File: src/design/pdt_pkg.sv
/*
 Constants and types for the dead-time configuration block: register
 offsets, field positions, reset values and the packed state record.
 Assumes a 32-bit classic Wishbone bus and a clock equal to the
 instruction cycle.
*/
// Notes on behaviour
// - Setup bits 15:14 pick unit B's count period as 1, 2, 4 or 8 clock cycles.
// - Setup bits 13:8 hold unit B's unsigned 6-bit dead time in unit B periods.
// - Setup bits 7:6 pick unit A's count period as 1, 2, 4 or 8 clock cycles.
// - Setup bits 5:0 hold unit A's unsigned 6-bit dead time in unit A periods.
package pdt_pkg;
   // Register byte addresses
   localparam logic [3:0] ADDR_SETUP = 4'h0;
   localparam logic [3:0] ADDR_SELECT = 4'h4;
   localparam logic [3:0] ADDR_STATUS = 4'h8;
   // Setup register fields
   localparam int B_PS_LSB = 14;
   localparam int B_CNT_LSB = 8;
   localparam int A_PS_LSB = 6;
   localparam int A_CNT_LSB = 0;
   localparam int SEL_W = 6;
   // Status register fields
   localparam int ST_BUSY_LSB = 0;
   localparam int ST_HI_LSB = 3;
   localparam int ST_LO_LSB = 6;
   // Reset values
   localparam logic [15:0] SETUP_RST = 16'h0000;
   localparam logic [5:0] SELECT_RST = 6'h00;
   localparam int NPAIR = 3;

   // Per-pair dead-time engine state
   typedef struct packed {
      logic prev;       // Last sampled demand level
      logic hi;         // High-side drive
      logic lo;         // Low-side drive
      logic busy;       // Dead time running
      logic tgt;        // Side to enable when done
      logic [1:0] ps;   // Prescale latched at the edge
      logic [5:0] cnt;  // Remaining prescaled periods
      logic [2:0] sub;  // Divider inside one period
   } pdt_pair_t;

   // Whole block state
   typedef struct packed {
      logic [15:0] setup;
      logic [5:0] sel;
      logic ack;
      logic [31:0] dat;
      pdt_pair_t [NPAIR-1:0] pr;
   } pdt_state_t;
endpackage

File: src/design/pdt_config.sv
/*
 Dead-time configuration and generation for three complementary PWM
 pairs, with its registers on a classic Wishbone slave.
 Assumes clk is the instruction clock, all inputs are synchronous to it,
 and the demand inputs come from the duty-cycle logic outside.
*/
// Decided for this implementation: the Wishbone interface to the registers and the register addresses.
`timescale 1ns/100ps
module pdt_config (
   input wire logic clk,             // Instruction clock
   input wire logic sys_rst,         // Synchronous reset, high
   input wire logic wb_cyc_i,        // Wishbone cycle
   input wire logic wb_stb_i,        // Wishbone strobe
   input wire logic wb_we_i,         // Write enable
   input wire logic [3:0] wb_adr_i,  // Byte address
   input wire logic [3:0] wb_sel_i,  // Byte lanes
   input wire logic [31:0] wb_dat_i, // Write data
   output logic [31:0] wb_dat_o,     // Read data
   output logic wb_ack_o,            // Acknowledge
   input wire logic [2:0] pwm_in,    // Raw demand per pair
   output logic [2:0] pwm_hi,        // High-side outputs
   output logic [2:0] pwm_lo         // Low-side outputs
);

   pdt_pkg::pdt_state_t s_r;
   pdt_pkg::pdt_state_t s_nxt;

   // Last divider step of a period of 1, 2, 4 or 8 cycles
   function automatic logic [2:0] last_sub(input logic [1:0] ps);
      logic [2:0] p;
      p = 3'h0;
      unique case (ps)
         2'h0: p = 3'h0;
         2'h1: p = 3'h1;
         2'h2: p = 3'h3;
         2'h3: p = 3'h7;
      endcase
      return p;
   endfunction

   // Field views of the setup register
   logic [1:0] b_ps;
   logic [5:0] b_cnt;
   logic [1:0] a_ps;
   logic [5:0] a_cnt;
   logic acc;
   logic wr;
   logic [15:0] setup_w;
   logic [31:0] rd;
   logic [2:0] busy_v;
   logic [2:0] hi_v;
   logic [2:0] lo_v;

   assign b_ps = s_r.setup[pdt_pkg::B_PS_LSB +: 2];
   assign b_cnt = s_r.setup[pdt_pkg::B_CNT_LSB +: 6];
   assign a_ps = s_r.setup[pdt_pkg::A_PS_LSB +: 2];
   assign a_cnt = s_r.setup[pdt_pkg::A_CNT_LSB +: 6];

   // Bus qualifiers; write lands on the edge where ack is seen
   assign acc = wb_cyc_i & wb_stb_i;
   assign wr = acc & wb_we_i & s_r.ack;

   // Byte-lane merge for the 16-bit setup register
   always_comb begin
      setup_w = s_r.setup;
      if (wb_sel_i[0]) begin
         setup_w[7:0] = wb_dat_i[7:0];
      end
      if (wb_sel_i[1]) begin
         setup_w[15:8] = wb_dat_i[15:8];
      end
   end

   // Flattened pair status for readback
   always_comb begin
      for (int i = 0; i < pdt_pkg::NPAIR; i++) begin
         busy_v[i] = s_r.pr[i].busy;
         hi_v[i] = s_r.pr[i].hi;
         lo_v[i] = s_r.pr[i].lo;
      end
   end

   // Read mux; unmapped addresses answer zero
   always_comb begin
      rd = 32'h0000_0000;
      unique case (wb_adr_i)
         pdt_pkg::ADDR_SETUP: rd[15:0] = s_r.setup;
         pdt_pkg::ADDR_SELECT: rd[pdt_pkg::SEL_W-1:0] = s_r.sel;
         pdt_pkg::ADDR_STATUS: begin
            rd[pdt_pkg::ST_BUSY_LSB +: 3] = busy_v;
            rd[pdt_pkg::ST_HI_LSB +: 3] = hi_v;
            rd[pdt_pkg::ST_LO_LSB +: 3] = lo_v;
         end
         default: rd = 32'h0000_0000;
      endcase
   end

   // Next-state logic for the bus slave and every pair engine
   always_comb begin
      logic use_b;
      use_b = 1'b0;
      s_nxt = s_r;
      // One-cycle ack, dropped the cycle after it is given
      s_nxt.ack = acc & ~s_r.ack;
      if (acc & ~s_r.ack & ~wb_we_i) begin
         s_nxt.dat = rd;
      end
      if (wr && wb_adr_i == pdt_pkg::ADDR_SETUP) begin
         s_nxt.setup = setup_w;
      end
      if (wr && wb_adr_i == pdt_pkg::ADDR_SELECT && wb_sel_i[0]) begin
         s_nxt.sel = wb_dat_i[pdt_pkg::SEL_W-1:0];
      end
      for (int i = 0; i < pdt_pkg::NPAIR; i++) begin
         if (pwm_in[i] != s_r.pr[i].prev) begin
            // Both sides off at once; the new side waits out the dead time
            use_b = pwm_in[i] ? s_r.sel[2*i+1] : s_r.sel[2*i];
            s_nxt.pr[i].prev = pwm_in[i];
            s_nxt.pr[i].hi = 1'b0;
            s_nxt.pr[i].lo = 1'b0;
            s_nxt.pr[i].busy = 1'b1;
            s_nxt.pr[i].tgt = pwm_in[i];
            s_nxt.pr[i].sub = 3'h0;
            // Latching prescale and count keeps a mid-delay write harmless
            s_nxt.pr[i].ps = use_b ? b_ps : a_ps;
            s_nxt.pr[i].cnt = use_b ? b_cnt : a_cnt;
         end else if (s_r.pr[i].busy) begin
            if (s_r.pr[i].cnt == 6'h00) begin
               s_nxt.pr[i].busy = 1'b0;
               s_nxt.pr[i].hi = s_r.pr[i].tgt;
               s_nxt.pr[i].lo = ~s_r.pr[i].tgt;
            end else if (s_r.pr[i].sub == last_sub(s_r.pr[i].ps)) begin
               // One prescaled period elapsed
               s_nxt.pr[i].sub = 3'h0;
               s_nxt.pr[i].cnt = s_r.pr[i].cnt - 6'h01;
            end else begin
               s_nxt.pr[i].sub = s_r.pr[i].sub + 3'h1;
            end
         end
      end
   end

   // State register; pairs idle with both sides off until first demand edge
   always_ff @(posedge clk) begin
      if (sys_rst) begin
         s_r <= '0;
         s_r.setup <= pdt_pkg::SETUP_RST;
         s_r.sel <= pdt_pkg::SELECT_RST;
      end else begin
         s_r <= s_nxt;
      end
   end

   // Outputs straight from flops
   assign wb_ack_o = s_r.ack;
   assign wb_dat_o = s_r.dat;
   assign pwm_hi = hi_v;
   assign pwm_lo = lo_v;

   // Select register upper bits always read back as zero
   sel_upper_zero_a: assert property (@(posedge clk) disable iff (sys_rst)
      (acc && !s_r.ack && !wb_we_i && wb_adr_i == pdt_pkg::ADDR_SELECT)
      |=> (wb_ack_o && wb_dat_o[31:6] == 26'h0 && wb_dat_o[5:0] == s_r.sel))
      else $error("select readback upper bits not zero");

   for (genvar g = 0; g < pdt_pkg::NPAIR; g++) begin : g_chk
      // Chosen unit follows the select bit of the edge direction
      unit_pick_a: assert property (@(posedge clk) disable iff (sys_rst)
         (pwm_in[g] != s_r.pr[g].prev)
         |=> (s_r.pr[g].cnt == ((s_r.pr[g].tgt ? $past(s_r.sel[2*g+1]) : $past(s_r.sel[2*g]))
             ? $past(b_cnt) : $past(a_cnt))))
         else $error("dead time loaded from wrong unit");

      // Unit B prescale loaded on a B-sourced edge
      b_prescale_load_a: assert property (@(posedge clk) disable iff (sys_rst)
         (pwm_in[g] && !s_r.pr[g].prev && s_r.sel[2*g+1]) |=> (s_r.pr[g].ps == $past(b_ps)))
         else $error("unit B prescale not latched");

      // Unit A prescale loaded on an A-sourced edge
      a_prescale_load_a: assert property (@(posedge clk) disable iff (sys_rst)
         (!pwm_in[g] && s_r.pr[g].prev && !s_r.sel[2*g]) |=> (s_r.pr[g].ps == $past(a_ps)))
         else $error("unit A prescale not latched");

      // Divider never runs past the prescaled period
      period_bound_a: assert property (@(posedge clk) disable iff (sys_rst)
         s_r.pr[g].busy |-> (s_r.pr[g].sub <= last_sub(s_r.pr[g].ps)))
         else $error("prescale divider exceeded period");

      // Count steps down only at the end of a period
      count_step_a: assert property (@(posedge clk) disable iff (sys_rst)
         (s_r.pr[g].busy && pwm_in[g] == s_r.pr[g].prev && s_r.pr[g].cnt != 6'h00)
         |=> (s_r.pr[g].cnt == $past(s_r.pr[g].cnt) - (($past(s_r.pr[g].sub)
             == last_sub($past(s_r.pr[g].ps))) ? 6'h01 : 6'h00)))
         else $error("dead-time count stepped off period");

      // Zero dead time with period one drives the new side two edges on
      zero_delay_a: assert property (@(posedge clk) disable iff (sys_rst)
         (pwm_in[g] != s_r.pr[g].prev && a_cnt == 6'h00 && b_cnt == 6'h00)
         ##1 (pwm_in[g] == s_r.pr[g].prev)
         |=> (pwm_hi[g] == s_r.pr[g].prev && pwm_lo[g] == !s_r.pr[g].prev))
         else $error("zero dead time not honoured");

      // Both sides are never driven together
      no_overlap_a: assert property (@(posedge clk) disable iff (sys_rst)
         !(pwm_hi[g] && pwm_lo[g]))
         else $error("high and low sides overlap");
   end

endmodule

File: config.mk
export PLATFORM = sky130hd
export DESIGN_NAME = pdt_config
export DESIGN_NICKNAME = d
export VERILOG_FILES = /design/src/design/pdt_pkg.sv /design/src/design/pdt_config.sv
export SDC_FILE = /design/constraint.sdc
export NUM_CORES = 1
export LEC_CHECK = 0
export BUFFER_PORTS_ARGS = -buffer_cell sky130_fd_sc_hd__buf_2
export CORE_ASPECT_RATIO = 1.75
export CORE_UTILIZATION = 55
export CTS_BUF_LIST = sky130_fd_sc_hd__clkbuf_8
export CTS_CLUSTER_DIAMETER = 50
export DETAILED_ROUTE_END_ITERATION = 10
export PLACE_DENSITY = 0.82
export SETUP_SLACK_MARGIN = 0.1
export SYNTH_ARGS = -nofsm -noshare
export SYNTH_HDL_FRONTEND = slang
export SYNTH_SLANG_ARGS = --single-unit
File: constraint.sdc
create_clock -name clk -period 2.5 [get_ports clk]
set_input_delay 0.125 -clock clk [delete_from_list [all_inputs] [get_ports clk]]
set_output_delay 0.125 -clock clk [all_outputs]
set_load 0.05 [all_outputs]
==> After elaboration in Yosys (flattened, before gate mapping) <==
Index checks and enable logic that the tools add are counted.
{ "op_classes": {"n_addsub": 6, "n_eq_ne": 20, "mux": 48, "bitwise": 13, "reduce_logical": 30} }
{ "op_table": {"columns": ["op", "n"], "rows": [
  ["$mux 9", 9],
  ["$mux 3", 12],
  ["$mux 6", 6],
  ["$pmux 3 s4", 3],
  ["$logic_not 6->1", 3],
  ["$pmux 6 s3", 1],
  ["$sub 6x1->6 const B", 3],
  ["$reduce_and 2->1", 8],
  ["$eq 2x2->1 const B", 6],
  ["$mux 1", 12],
  ["$reduce_bool 2->1", 6],
  ["$add 3x1->3 const B", 3],
  ["$eq 3x3->1", 3],
  ["$reduce_and 3->1", 3],
  ["$not 1->1", 8],
  ["$mux 7", 1],
  ["$eq 2x1->1 const B", 3],
  ["$logic_not 2->1", 3],
  ["$mux 2", 3],
  ["$ne 2x2->1 const B", 3],
  ["$pmux 3 s2", 1],
  ["$reduce_or 2->1", 3],
  ["$and 1x1->1", 5],
  ["$eq 4x3->1 const B", 1],
  ["other kinds (4)", 8]
]} }
{ "totals": {"regBits": 84, "word_cells": 143} }

==> Logic depth before layout (Yosys ltp) <==
{ "depth": {"word_depth": 10, "mapped_depth": 8, "ltp_nobuf": 7} }

==> Least setup slack after synthesis <==
OpenSTA, ideal clock, no wires.
{ "synth_timing": {"path_kind": "register to register", "from": "register s_r[3] (netlist name)", "to": "register s_r[3] (netlist name)", "setup_time_ns": 0.086, "t_arrival_ns": 1.820, "required_ns": 2.414, "setup_slack_ns": 0.594, "stages_incl_launch_ff": 9, "path_cell_list": "dfxtp_1 > inv_1 > ha_1 > or3b_2 > o31ai_4 > buf_4 > a21oi_1 > xnor2_1 > a211oi_1"} }
{ "synth_via": {"elab_chain_cells": 5} }
{ "synth_lines": {"columns": ["element", "line", "source"], "rows": [
  ["from (decl)", "pdt_config.sv:25", "pdt_pkg::pdt_state_t s_r;"],
  ["from (signal assigned)", "pdt_config.sv:150", "s_r <= s_nxt;"],
  ["$sub 6x1->6", "pdt_config.sv:135", "s_nxt.pr[i].cnt = s_r.pr[i].cnt - 6'h01;"],
  ["$mux 6", "pdt_config.sv:132", "end else if (s_r.pr[i].sub == last_sub(s_r.pr[i].ps)) begin"],
  ["$mux 9", "pdt_config.sv:128", "if (s_r.pr[i].cnt == 6'h00) begin"],
  ["$mux 9", "pdt_config.sv:127", "end else if (s_r.pr[i].busy) begin"],
  ["$mux 9", "pdt_config.sv:115", "if (pwm_in[i] != s_r.pr[i].prev) begin"]
]} }
Several ways; a longest one is shown, not always the timed one. The select of a mux whose other input is x is not followed.
A chain may end at the register's enable or synchronous reset.

==> Worst setup path after layout <==
{ "layout_timing": {"from": "register s_r[20] (netlist name)", "to": "register s_r[19] (netlist name)"} }
{ "layout_via": {"elab_chain_cells": 3} }
{ "layout_lines": {"columns": ["element", "line"], "rows": [
  ["$logic_not 6->1", "pdt_config.sv:128"],
  ["$ne 2x2->1 (no source line)", null],
  ["$reduce_and 3->1 (no source line)", null]
]} }
Every way passes these cells.

==> results.ini <==
[yosys]
synth_warnings=0
synth_top_area_frac=0.364
synthTopCellsByArea=dfxtp_1 36%, mux2i_1 9.1%, buf_4 6.3%
synth-async-reset-ratio=0
ys_seq_elements=84
postSynthAreaPerCell_um2=8.69
yosys.area.top_type=dfxtp_1
netlist-cell-type-count=64
synth_edf_count=0
synthTopCellsByCount=84 x dfxtp_1, 51 x nand2_1, 48 x nor2_1
syn_inst=532
synth-seq-area-share=0.364
synth_area_um2=4620
synth.most_common_cell=dfxtp_1
ys.flop_type=dfxtp_1

[timing]
min_period_over_period=0.834
finClkSkew_ps=10.2
setup-violations-final=0
period_minus_slack_ps=2090
drv_slew=0
rsz0062_at_grt=false
hold_viol_final=0
fmax_mhz=479
tns_ps=0
worst_pin_slew_ps=669
max_slew_margin=0.553

[floorplanning]
ios=87
initial_utilization=0.577
row_count=43
die-area_um2=8790
core_area_um2=8020
die_y_um=123
die_w_um=71.3

[route]
vias=3972
dr.first_iter.drc_count=208
wl_per_cell_um=16.9
totalWireLength_um=11100
dr.pass1.iters=7
ant_nets=0
drc=5
routed_via_density=6.05

[power_and_ir_drop]
powerDensity_nw_per_um2=573
vdd_drop_max_uv=462
p_leak_uw=0.00209

[grt]
track_usage=0.274
overflow=0
grt_pass1_vias=3910
grt_antenna_before_repair=0
grt_start_max_net_pins=49
grt_pass1_wl_um=18500

[status]
status=finished, violations left
violations=DRC

[place]
hpwl_um=8030
gp_congestion=0.895
io_buffer_count=52

[worst_setup_path]
critPathMaxFanout=7
crit_arrival_ps=2370
critPathLaunchType=flop
path_class=flop to flop
critical_path_required_ps=2780
end_kind=flop

[clocking]
clkSlewWorstSetupHoldPaths_ps=80
cts_tree=done
cts_root_buf=clkbuf_8
cts_sinks=84
clockBufferDepth=2
numCtsBuffers=9
htreeDepth=3
clk_latency_ps=370

[layout]
diodes=0
nNetsFinal=619
n_fill_cell=693
final_util=0.622
syn_to_final_growth_pct=7.82
post_route_cells_drive_above_1_share=0.178

[job]
drv_cap=0

[min_path]
hp-class=primary input to flop

## routing by layer
metal / vias up / share of wire / global-route usage
met3: 40 / 0.044 / 0.0481
met5: - / 0 / 0
li1: 1911 / - / -
met2: 125 / 0.53 / 0.505
met4: 0 / 0.046 / 0.169
met1: 1896 / 0.38 / 0.284
## stage by stage
| step | cells | total power (uW) | worst slack (ps) | hold WS, ps | cell area (um2) |
|---|---|---|---|---|---|
| floorplan | 547 | 1820 | 594 | 253 | 4680 |
| global placement | 635 | 1900 | 562 | 356 | 4730 |
| detailed placement | 635 | 1910 | 500 | 364 | 4730 |
| CTS | 657 | 2870 | 449 | 1.26 | 4980 |
| global route | 657 | 2980 | 293 | 10.2 | 4980 |
| finish | 657 | 2860 | 414 | 11.8 | 4980 |
## worst paths after layout
check,slack [ps],endpoint,start,cells after the start
max,410,s_r[19]$_SDFFE_PP0P_,s_r[20]$_SDFFE_PP0P_,7
max reg2reg,410,s_r[19]$_SDFFE_PP0P_,s_r[20]$_SDFFE_PP0P_,7
min reg2reg,450,wb_dat_o[13]$_SDFFE_PP0P_,wb_dat_o[13]$_SDFFE_PP0P_,2
min,10,b_cnt[2]$_SDFFE_PP0P_,wb_dat_i[10],3
## where the power goes
group	switching [uW]	internal [uW]	leakage, uW
clock	477	480	0.000106
combinational	308	171	0.00130
sequential	44.3	1380	0.000682
total	830	2030	0.00209
## worst max-delay path, cell delays in order (launching register included)
cell	delay, ps
dfxtp_1	420
inv_1	100
ha_1	180
nor3b_1	150
a21boi_1	450
o21ai_1	290
xnor2_1	190
a211oi_1	220
## registers in the layout, indices dropped and copies added, names as in the netlist
| register | cells |
|---|---|
| a_ps | 2 |
| wb_dat_o | 16 |
| pwm_lo | 3 |
| a_cnt | 6 |
| b_ps | 2 |
| pwm_hi | 3 |
| wb_ack_o | 1 |
| s_r | 42 |
| b_cnt | 6 |
| busy_v | 3 |
## repair_timing
item / in CTS / in global routing
endpoints found under the hold margin: 6 / 0
setup buffers: 0 / 0
hold buffers: 6 / 0
gates resized for setup: 0 / 0
setup endpoints to repair: 0 / 0
## cells by family (layout without fill, tap and decap cells)
logic type               count (synthesis)  count (layout)  synth area share
AO/OA/AOI/OAI                          115             115             0.169
XOR/XNOR                                15              15            0.0284
adder cells (fa/ha/maj)                  9               9            0.0244
buffers and inverters                   70              90            0.0893
flip-flops                              84              84             0.364
multiplexers                            54              54             0.124
other                                    1              16          0.000811
AND/OR/NAND/NOR                        184             184             0.200
## cell usage in the layout, fill, tap and decap left out, types with 3 or more instances in the layout
master	instances
a2111oi_0	3
a211oi_1	22
a21oi_1	33
a22oi_1	8
a31oi_1	3
and2_1	3
buf_2	52
buf_4	8
clkbuf_8	10
conb_1	16
dfxtp_1	84
dlygate4sd3_1	6
ha_1	9
inv_1	10
mux2_2	8
mux2i_1	42
mux2i_2	3
nand2_1	51
nand2b_1	4
nand3_1	17
nand4_1	4
nor2_1	48
nor2b_1	11
nor3_1	16
nor3b_1	5
o2111ai_1	3
o211ai_1	4
o21ai_0	15
o21ai_1	3
o22ai_1	5
or2_2	3
or3_1	5
xnor2_1	10
xor2_1	5
## cell type report
class,instances,area (um2),share of cell area
Sequential cell,84,1680,0.337
Clock inverter,6,57.6,0.0115
Tap cell,90,113,0.0226
Multi-Input combinational cell,393,2580,0.519
Inverter,8,30.0,0.00602
Clock buffer,10,138,0.0276
Timing Repair Buffer,66,380,0.0763
(Power assumes the default switching activity.)
